### src/rtl/bbsr_defines.svh
// Offsets, field positions, reset values and key for the backup reference regs.
// Assumes a 12-bit APB byte address and 32-bit data.
`ifndef BBSR_DEFINES_SVH
`define BBSR_DEFINES_SVH

// ==========================================
// Register byte offsets
`define BBSR_UNLOCK_OFF 12'h018
`define BBSR_REFCTRL_OFF 12'h05C
`define BBSR_REFSTAT_OFF 12'h060
`define BBSR_BR_BASE_OFF 12'h078
`define BBSR_BR_COUNT 4
`define BBSR_BRIF_VER_OFF 12'h3E4
`define BBSR_REFIF_VER_OFF 12'h3E8
`define BBSR_REGIF_VER_OFF 12'h3EC
`define BBSR_BODIF_VER_OFF 12'h3F0

// ==========================================
// Field positions
`define BBSR_SEL_LSB 0
`define BBSR_BUFRDY_LSB 0
`define BBSR_MAINRDY_BIT 16
`define BBSR_LPRDY_BIT 17
`define BBSR_VREF_LSB 18
`define BBSR_KEY_LSB 24
`define BBSR_UNLOCK_ADDR_W 10

// ==========================================
// Values
`define BBSR_SEL_NONE 2'h0
`define BBSR_SEL_VREF 2'h2
`define BBSR_UNLOCK_KEY 8'hAA
`define BBSR_WORD_RESET 32'h0000_0000
`define BBSR_BRIF_VER 32'h0000_0100
`define BBSR_REFIF_VER 32'h0000_0110
`define BBSR_REGIF_VER 32'h0000_0110
`define BBSR_BODIF_VER 32'h0000_0110

`endif

### src/rtl/bbsr_pkg.sv
// Types shared by the backup reference register block.
// Assumes bbsr_defines.svh is compiled alongside.
package bbsr_pkg;

   // ==========================================
   // Register state
   typedef struct packed {
      logic [1:0] adc_ref_input_select;
      logic unlocked;
      logic [9:0] unlock_addr;
      logic [3:0][31:0] retained_general_word;
      logic [31:0] rdata;
      logic slverr;
   } bbsr_state_s;

   typedef logic [11:0] bbsr_addr_t;

endpackage

### src/rtl/bbsr_sync.sv
// Two-flop synchroniser for the analog reference status levels.
// Assumes inputs are slow quasi-static levels from the analog domain.
`timescale 1ns/1ps
`default_nettype none

module bbsr_sync #(
   parameter int WIDTH = 12
) (
   input wire logic core_clk_i, // Core clock
   input wire logic rst_n_i, // Async reset, active low
   input wire logic [WIDTH-1:0] async_i, // Levels from outside
   output logic [WIDTH-1:0] sync_o // Synchronised levels
);

   // Both stages in one record
   typedef struct packed {
      logic [WIDTH-1:0] meta;
      logic [WIDTH-1:0] sync;
   } bbsr_sync_s;

   bbsr_sync_s st_q;
   bbsr_sync_s st_d;

   // ==========================================
   // First stage feeds only the second
   always_comb begin
      st_d.meta = async_i;
      st_d.sync = st_q.meta;
   end

   // Reset to not-ready so nothing reads ready before the levels settle
   always_ff @(posedge core_clk_i or negedge rst_n_i) begin
      if (!rst_n_i) begin
         st_q <= '0;
      end else begin
         st_q <= st_d;
      end
   end

   assign sync_o = st_q.sync;

endmodule

`default_nettype wire

### src/rtl/bbsr_regs.sv
// Backup-domain reference status and retained register bank, APB slave.
// Assumes analog status arrives asynchronously and rst_n_i is the backup reset.
//
// Notes on behaviour
// ADC select: 0 leaves ADC unconnected, 2 routes reference; 1 and 3 reserved.
// Usage field: 0 both, 1 main only, 2 low-power only, 3 none.
// Bit 17 reads one only once the low-power reference is ready.
// Bit 16 reads one only once the main reference is ready.
// Eight buffer-ready bits, one per reference buffer.
// Retained words are 32-bit read/write, reset to zero, kept in backup mode.
// Retained word writes need an unlock write just before; others are rejected.
// Version registers are read-only, twelve-bit version in the low bits.
// Writes to status and version registers change nothing.
//
// The APB register port was left to the implementer.
`include "bbsr_defines.svh"
`timescale 1ns/1ps
`default_nettype none

module bbsr_regs (
   input wire logic core_clk_i, // 100 MHz clock
   input wire logic rst_n_i, // Async reset, active low
   input wire logic psel_i, // APB select
   input wire logic penable_i, // APB enable
   input wire logic pwrite_i, // APB direction
   input wire logic [11:0] paddr_i, // APB byte address
   input wire logic [31:0] pwdata_i, // APB write data
   input wire logic [3:0] pstrb_i, // APB byte strobes
   output logic [31:0] prdata_o, // APB read data
   output logic pready_o, // APB ready
   output logic pslverr_o, // APB error
   input wire logic [1:0] vref_used_i, // Reference usage code, async
   input wire logic main_ref_ready_i, // Main reference ready, async
   input wire logic lowpower_ref_ready_i, // Low-power reference ready, async
   input wire logic [7:0] ref_buffer_ready_i, // Buffer ready bits, async
   output logic [1:0] adc_ref_input_select_o, // Selector field
   output logic adc_ref_connect_o // Reference routed to ADC
);

   // ==========================================
   // Helpers
   function automatic logic hit(input bbsr_pkg::bbsr_addr_t a, input bbsr_pkg::bbsr_addr_t off);
      hit = (a[11:2] == off[11:2]);
   endfunction

   function automatic logic [31:0] merge(input logic [31:0] old, input logic [31:0] nw,
                                         input logic [3:0] strb);
      logic [31:0] r;
      r = old;
      for (int i = 0; i < 4; i++) begin
         if (strb[i]) begin
            r[8*i +: 8] = nw[8*i +: 8];
         end
      end
      merge = r;
   endfunction

   // ==========================================
   // Status synchronisation
   logic [11:0] stat_s;
   bbsr_sync #(.WIDTH(12)) u_sync (
      .core_clk_i(core_clk_i),
      .rst_n_i(rst_n_i),
      .async_i({vref_used_i, lowpower_ref_ready_i, main_ref_ready_i, ref_buffer_ready_i}),
      .sync_o(stat_s)
   );

   logic [31:0] status_word;
   // Status word assembled from synced levels only
   always_comb begin
      status_word = 32'h0000_0000;
      status_word[`BBSR_VREF_LSB +: 2] = stat_s[11:10];
      status_word[`BBSR_LPRDY_BIT] = stat_s[9];
      status_word[`BBSR_MAINRDY_BIT] = stat_s[8];
      status_word[`BBSR_BUFRDY_LSB +: 8] = stat_s[7:0];
   end

   // ==========================================
   // Bus phases and decode
   logic setup;
   logic access;
   logic wr;
   logic is_br;
   logic [1:0] br_idx;
   logic mapped;
   logic [31:0] rd_mux;
   // State record, declared ahead of the decode that reads it
   bbsr_pkg::bbsr_state_s st_q;
   bbsr_pkg::bbsr_state_s st_d;

   assign setup = psel_i & ~penable_i;
   assign access = psel_i & penable_i;
   assign wr = access & pwrite_i;
   assign pready_o = 1'b1; // Zero wait states; data captured in setup

   // Address decoding for reads and error
   always_comb begin
      is_br = 1'b0;
      br_idx = 2'h0;
      mapped = 1'b1;
      rd_mux = 32'h0000_0000;
      if (hit(paddr_i, `BBSR_UNLOCK_OFF)) begin
         rd_mux = 32'h0000_0000; // Write-only key register
      end else if (hit(paddr_i, `BBSR_REFCTRL_OFF)) begin
         rd_mux[`BBSR_SEL_LSB +: 2] = st_q.adc_ref_input_select;
      end else if (hit(paddr_i, `BBSR_REFSTAT_OFF)) begin
         rd_mux = status_word;
      end else if (paddr_i[11:2] >= `BBSR_BR_BASE_OFF >> 2 &&
                   paddr_i[11:2] < (`BBSR_BR_BASE_OFF >> 2) + `BBSR_BR_COUNT) begin
         is_br = 1'b1;
         br_idx = 2'(paddr_i[11:2] - (`BBSR_BR_BASE_OFF >> 2));
         rd_mux = st_q.retained_general_word[br_idx];
      end else if (hit(paddr_i, `BBSR_BRIF_VER_OFF)) begin
         rd_mux = `BBSR_BRIF_VER;
      end else if (hit(paddr_i, `BBSR_REFIF_VER_OFF)) begin
         rd_mux = `BBSR_REFIF_VER;
      end else if (hit(paddr_i, `BBSR_REGIF_VER_OFF)) begin
         rd_mux = `BBSR_REGIF_VER;
      end else if (hit(paddr_i, `BBSR_BODIF_VER_OFF)) begin
         rd_mux = `BBSR_BODIF_VER;
      end else begin
         mapped = 1'b0;
      end
   end

   // ==========================================
   // State

   // Next state; version and status words have no storage, so writes vanish
   always_comb begin
      st_d = st_q;
      if (setup) begin
         st_d.rdata = pwrite_i ? 32'h0000_0000 : rd_mux;
         st_d.slverr = ~mapped;
      end
      if (access) begin
         // Any completed access spends the unlock, so it must be the very next one
         st_d.unlocked = 1'b0;
      end
      if (wr && mapped) begin
         if (hit(paddr_i, `BBSR_UNLOCK_OFF)) begin
            if (pstrb_i[3] && pwdata_i[`BBSR_KEY_LSB +: 8] == `BBSR_UNLOCK_KEY) begin
               st_d.unlocked = 1'b1;
               st_d.unlock_addr = pwdata_i[`BBSR_UNLOCK_ADDR_W-1:0];
            end
         end else if (hit(paddr_i, `BBSR_REFCTRL_OFF)) begin
            // Reserved codes are dropped so the analog mux never sees them
            if (pstrb_i[0] && (pwdata_i[1:0] == `BBSR_SEL_NONE ||
                               pwdata_i[1:0] == `BBSR_SEL_VREF)) begin
               st_d.adc_ref_input_select = pwdata_i[1:0];
            end
         end else if (is_br && st_q.unlocked &&
                      st_q.unlock_addr == paddr_i[`BBSR_UNLOCK_ADDR_W-1:0]) begin
            st_d.retained_general_word[br_idx] =
               merge(st_q.retained_general_word[br_idx], pwdata_i, pstrb_i);
         end
      end
   end

   // Registered state; backup reset only, so words survive backup sleep
   always_ff @(posedge core_clk_i or negedge rst_n_i) begin
      if (!rst_n_i) begin
         st_q.adc_ref_input_select <= `BBSR_SEL_NONE;
         st_q.unlocked <= 1'b0;
         st_q.unlock_addr <= '0;
         st_q.retained_general_word <= {`BBSR_BR_COUNT{`BBSR_WORD_RESET}};
         st_q.rdata <= 32'h0000_0000;
         st_q.slverr <= 1'b0;
      end else begin
         st_q <= st_d;
      end
   end

   // ==========================================
   // Outputs
   assign prdata_o = st_q.rdata;
   assign pslverr_o = st_q.slverr & access;
   assign adc_ref_input_select_o = st_q.adc_ref_input_select;
   assign adc_ref_connect_o = (st_q.adc_ref_input_select == `BBSR_SEL_VREF);

   logic rd_stat;
   logic rd_ver;
   assign rd_stat = setup & ~pwrite_i & hit(paddr_i, `BBSR_REFSTAT_OFF);
   assign rd_ver = setup & ~pwrite_i & hit(paddr_i, `BBSR_BRIF_VER_OFF);

   // Bus events shared by several checks
   logic wr_sel;
   logic wr_unlock;
   logic key_ok;
   logic target_ok;
   assign wr_sel = wr & hit(paddr_i, `BBSR_REFCTRL_OFF);
   assign wr_unlock = wr & hit(paddr_i, `BBSR_UNLOCK_OFF);
   assign key_ok = pstrb_i[3] & (pwdata_i[`BBSR_KEY_LSB +: 8] == `BBSR_UNLOCK_KEY);
   assign target_ok = st_q.unlocked & (st_q.unlock_addr == paddr_i[`BBSR_UNLOCK_ADDR_W-1:0]);
endmodule

`default_nettype wire

### config.mk
export PLATFORM = sky130hd
export DESIGN_NAME = bbsr_regs
export DESIGN_NICKNAME = d
export VERILOG_FILES = /design/src/rtl/bbsr_pkg.sv /design/src/rtl/bbsr_sync.sv /design/src/rtl/bbsr_regs.sv
export VERILOG_INCLUDE_DIRS = /design/src /design/src/rtl
export SDC_FILE = /design/constraint.sdc
export NUM_CORES = 1
export LEC_CHECK = 0
export BUFFER_PORTS_ARGS = -buffer_cell sky130_fd_sc_hd__buf_2
export CORE_ASPECT_RATIO = 0.75
export CORE_MARGIN = 2
export CORE_UTILIZATION = 51
export CTS_BUF_LIST = sky130_fd_sc_hd__clkbuf_16
export DETAILED_ROUTE_END_ITERATION = 8
export GPL_TIMING_DRIVEN = 0
export PLACE_DENSITY = 0.71
export SYNTH_ARGS = -nofsm -noshare
export SYNTH_HDL_FRONTEND = slang
export SYNTH_HIERARCHICAL = 1
export SYNTH_SLANG_ARGS = --single-unit
### constraint.sdc
create_clock -name core_clk_i -period 3.2 [get_ports core_clk_i]
set_input_delay 0.16 -clock core_clk_i [delete_from_list [all_inputs] [get_ports core_clk_i]]
set_output_delay 0.16 -clock core_clk_i [all_outputs]
set_load 0.05 [all_outputs]
# ---- After elaboration in Yosys (flattened, before gate mapping)
# Index checks and enable logic that the tools add are counted.
dict set report word_totals {
  register_bits 198
  latch_bits 0
  ramBits 0
  mem_bits_ro 0
  elab_cells 108
  mem_count 0
}
dict set report op_classes {
  add_sub_neg 1
  mul 0
  div 0
  magnitude_cmp 5
  eq_ne 11
  n_shift 0
  n_mux 60
  bitwise 8
  reduce_logical 12
}
# operator n
set op_table {}
lappend op_table {{$mux W128} 3}
lappend op_table {{$mux W32} 10}
lappend op_table {{$mux W8} 20}
lappend op_table {{$mux W139} 1}
lappend op_table {{$bmux W32 S2} 2}
lappend op_table {{$bwmux W128} 1}
lappend op_table {{$demux W32 S2} 1}
lappend op_table {{$eq A10 B8 Y1 const B} 4}
lappend op_table {{$mux W30} 1}
lappend op_table {{$mux W11} 2}
lappend op_table {{$eq A10 B5 Y1 const B} 2}
lappend op_table {{$mux W1} 13}
lappend op_table {{$eq A10 B10 Y1} 1}
lappend op_table {{$eq A10 B3 Y1 const B} 1}
lappend op_table {{$ge A10 B5 Y1 const B} 1}
lappend op_table {{$lt A10 B6 Y1 const B} 1}
lappend op_table {{$mux W2} 5}
lappend op_table {{$mux W9} 1}
lappend op_table {{$eq A8 B8 Y1 const B} 1}
lappend op_table {{$reduce_and A4 Y1} 2}
lappend op_table {{$logic_and A1 B1 Y1} 7}
lappend op_table {{$lt A2 B3 Y1 const B} 2}
lappend op_table {{$and A1 B1 Y1} 4}
lappend op_table {{$eq A2 B2 Y1 const B} 2}
lappend op_table {{6 further kinds} 9}

# ---- Logic depth before layout (Yosys ltp)
dict set report depth {
  word_depth 18
  depth_mapped 9
}

# ---- By module
# Netlist, hierarchy kept.
# mod instances cells_per_inst area_each_um2 seq_area_each_um2
set by_module_without_submodules {}
lappend by_module_without_submodules {bbsr_regs 1 833 9042.4 4354.2}
lappend by_module_without_submodules {bbsr_sync 1 24 600.6 600.6}

# ---- Least setup slack after synthesis
# No wires, ideal clock.
dict set report synth_timing {
  kind {in2reg}
  startpoint {input paddr_i[11]}
  endpoint {register with a tool-made name}
  setup_ns 0.127
  arrival_time_ns 2.450
  required_ns 3.073
  slack_ns 0.622
  path_stages 8
  path_buffers 4
  path_cell_list {or4_1 > buf_2 > or4_4 > buf_6 > or4_4 > buf_6 > buf_6 > mux2_1}
}
# element line
set synth_lines {}
lappend synth_lines {{start, declared} bbsr_regs.sv:26} ;# input wire logic [11:0] paddr_i,

==> flow_summary_export.csv <==
group,metric,value,unit
floorplan,core-area,18500,um2
floorplan,pin_count,102,
timing,setup_tns,0,ns
placement,dpl_worst_slack,-0.0392,ns
synth,syn_area_per_cell,11.3,um2
timing,worst_pin_slew,1.32,ns
setup_path,critPathArrivalTime,3.29,ns
floorplan,die_w,163,um
global_route,antenna_found_initial,0,
setup_path,crit_type,"input port to register",
routing,drtPass1Iterations,5,
synth,yosys_most_used_dff,"dfrtp_1",
synth,synthArstFlopShare,100,%
synth,yosys.area.top_type,"dfrtp_1",
pwr,pwr_density_cell,441,nW/um2
setup_path,crit_chain,"clkbuf_1 -> clkbuf_1 -> buf_1 -> buf_1 -> a31oi_1 -> o31ai_1 -> mux2_2",
clock_network,cts_tree,"built",
setup_path,crit_fanout,10,
timing,fin_ws,0.302,ns
global_route,track_usage,26.9,%
synth,synth_seq_cells,198,
routing,drt_iter0_drc,695,
synth,synth_common_cells,"dfrtp_1, mux2_2, nand2_1",
placement,placed_cell_area,10500,um2
setup_path,slowest_delay,0.76,ns
timing,hold_viol_final,0,
setup_path,worst_setup_path_start_kind,"input port",
layout,ff_latch_area,4950,um2
synth,netlist_instances,857,
layout,diodes,0,
clock_network,post-cts-setup-buffers,0,
synth,syn_nets,922,
clock_network,h-tree-depth,4,
setup_path,crit_slowest_cell,"buf_1",
routing,ant_nets,0,
global_route,grt_pass1_vias,7179,
timing,rsz0062_at_grt,"false",
clock_network,cts.sinks,198,
run_status,status,"finished, final reports clean",
global_route,overflow,0,
pwr,peakVddDrop,0.332,mV
layout,multiInputGateArea,4100,um2
clock_network,clk_pin_slew_worst_paths,0.07,ns
timing,min_period,2.90,ns
setup_path,ff2ff_setup_slack,0.35,ns
setup_path,r2r_cells,5,
clock_network,cts_buffers,17,
timing,fmax,345,MHz
job,cap_violations,0,
placement,dp_hpwl,17500,um
pwr,power,4.93,mW
routing,drc,0,
layout,final_area,11200,um2
setup_path,reg2reg_from,"st_q[163]",
timing,finalClockSkew,0.00774,ns
global_route,grt_pass1_wl,40300,um
timing,slew_viol_final,0,
setup_path,cp-end-kind,"register",
synth,synth_edf_count,0,
routing,via_count,7385,
layout,drive_above_1_share,26.3,%
synth,synth_area,9640,um2
synth,synth_top_area_share,51.4,%
hold_path,min_path_type,"input port to register",
floorplan,die_y,123,um
clock_network,clk_latency,0.45,ns
setup_path,startpoint,"paddr_i[2]",
pwr,power.leakage,5.48,nW
layout,final_nets,1050,
layout,syn2layout_area_growth,15.8,%
synth,post-synth-top-count-cell,"dfrtp_1",
timing,post-route-period-util,90.6,%
layout,fillers,1537,
synth,yosys-top-cells-area,"dfrtp_1, mux2_2, mux2_1",
synth,synth.distinct_cells,51,
synth,ys_warn_count,6,
clock_network,cts-root-buf,"clkbuf_16",
floorplan,dieArea,20000,um2
clock_network,cts.path.max_buffers,2,
global_route,grt_max_degree,111,
routing,wl_per_cell,20.5,um
placement,io_buffers,92,
floorplan,initial_core_util,52.1,%
placement,gp_congestion,0.836,
setup_path,required,3.59,ns
timing,final-setup-viol-count,0,
floorplan,row_count,43,
clock_network,ctsResizeCount,0,
synth,yosysSeqAreaShare,51.4,%
routing,detail_route.vias_per_cell,5.93,
timing,max_slew_margin,11.7,%
routing,drt-total-wl,25600,um
[placed cells by master, fill, tap and decap left out, types with 3 or more instances in the layout]
cell type,netlist,layout
nand4_1,3,3
a31oi_1,13,13
clkinv_1,0,3
or2_2,3,3
or4_1,3,3
nor2b_1,3,3
buf_2,5,96
nand2_1,77,77
buf_1,6,6
dlygate4sd3_1,0,16
a22o_1,30,30
nand2b_1,5,5
o2bb2ai_1,9,9
nand3_1,8,8
a21oi_1,34,34
inv_6,0,4
buf_4,35,35
nor4_1,3,3
o31ai_1,32,32
xor2_1,3,3
mux2i_1,32,32
clkinv_4,0,3
buf_6,8,8
nor2_1,41,41
mux2_2,82,82
xnor2_1,9,9
clkbuf_1,49,49
dfrtp_1,198,198
o21ai_0,61,61
o31a_1,30,30
nor3_1,4,4
clkbuf_16,0,17
mux2_1,38,38
[what timing repair did]
item,CTS,global route
endpoints found under the hold margin,103,0
hold buffers,16,0
endpoints found under the setup margin,0,0
[final cells by class]
cell class / count / share of cell area, %
plain buffers: 103 / 5.23
multi-input cells: 555 / 36.7
flip-flops and latches: 198 / 44.4
inverters: 1 / 0.0336
repair buffers: 109 / 5.90
clock buffers: 17 / 3.81
clock inverters: 15 / 1.14
well taps: 247 / 2.77
[power breakdown]
part | switching [mW] | internal, mW | total [mW]
Combinational | 0.233 | 0.107 | 0.340
Clock | 0.989 | 1.07 | 2.06
Sequential | 0.00607 | 2.52 | 2.52
[routing by layer]
metal,up-vias,GRT usage (%),part of all wire (%)
met5,-,0,0
met4,0,8.30,1.5
met3,35,5.40,8.0
met2,332,39.1,43
met1,3678,40.7,47
li1,3340,-,-
[per-stage QoR]
step	hold slack [ns]	util (%)	instances
final	0.00971	60.3	1245
after detailed placement	0.212	56.5	1197
after CTS	0.00758	60.3	1245
after floorplan	-0.136	-	857
after global placement	0.267	56.3	1196
after global routing	0.0112	60.3	1245
[worst max-delay path, delay by kind of cell]
family	cells	cell delay (ns)
AO/OA/AOI/OAI	2	0.61
multiplexers	1	0.23
buffers and inverters	4	2.27
[worst min-delay path by stage]
stage	start	endpoint	slack, ns	cells after the start
2_1_floorplan	rst_n_i	async pin	-0.14	0
3_3_place_gp	ref_buffer_ready_i[6]	u_sync/st_d[6]	0.27	1
3_5_place_dp	rst_n_i	u_sync/st_d[0]	0.21	1
4_1_cts	pwdata_i[7]	st_q[168]	0.008	2
5_1_grt	pwdata_i[7]	st_q[168]	0.01	2
6_report	pwdata_i[0]	st_q[161]	0.01	2
[kinds of logic after synthesis]
group                     after synthesis  synth area share, %
buffers and inverters                 104                 6.10
and+or+nand+nor                       167                 8.02
DFF                                   198                 51.4
xor gates and xnor gates               12                 1.09
muxes                                 155                 17.9
other                                   1               0.0389
AOI/OAI and AO/OA                     220                 15.5
Note: power is estimated with default switching activity, not from simulation.
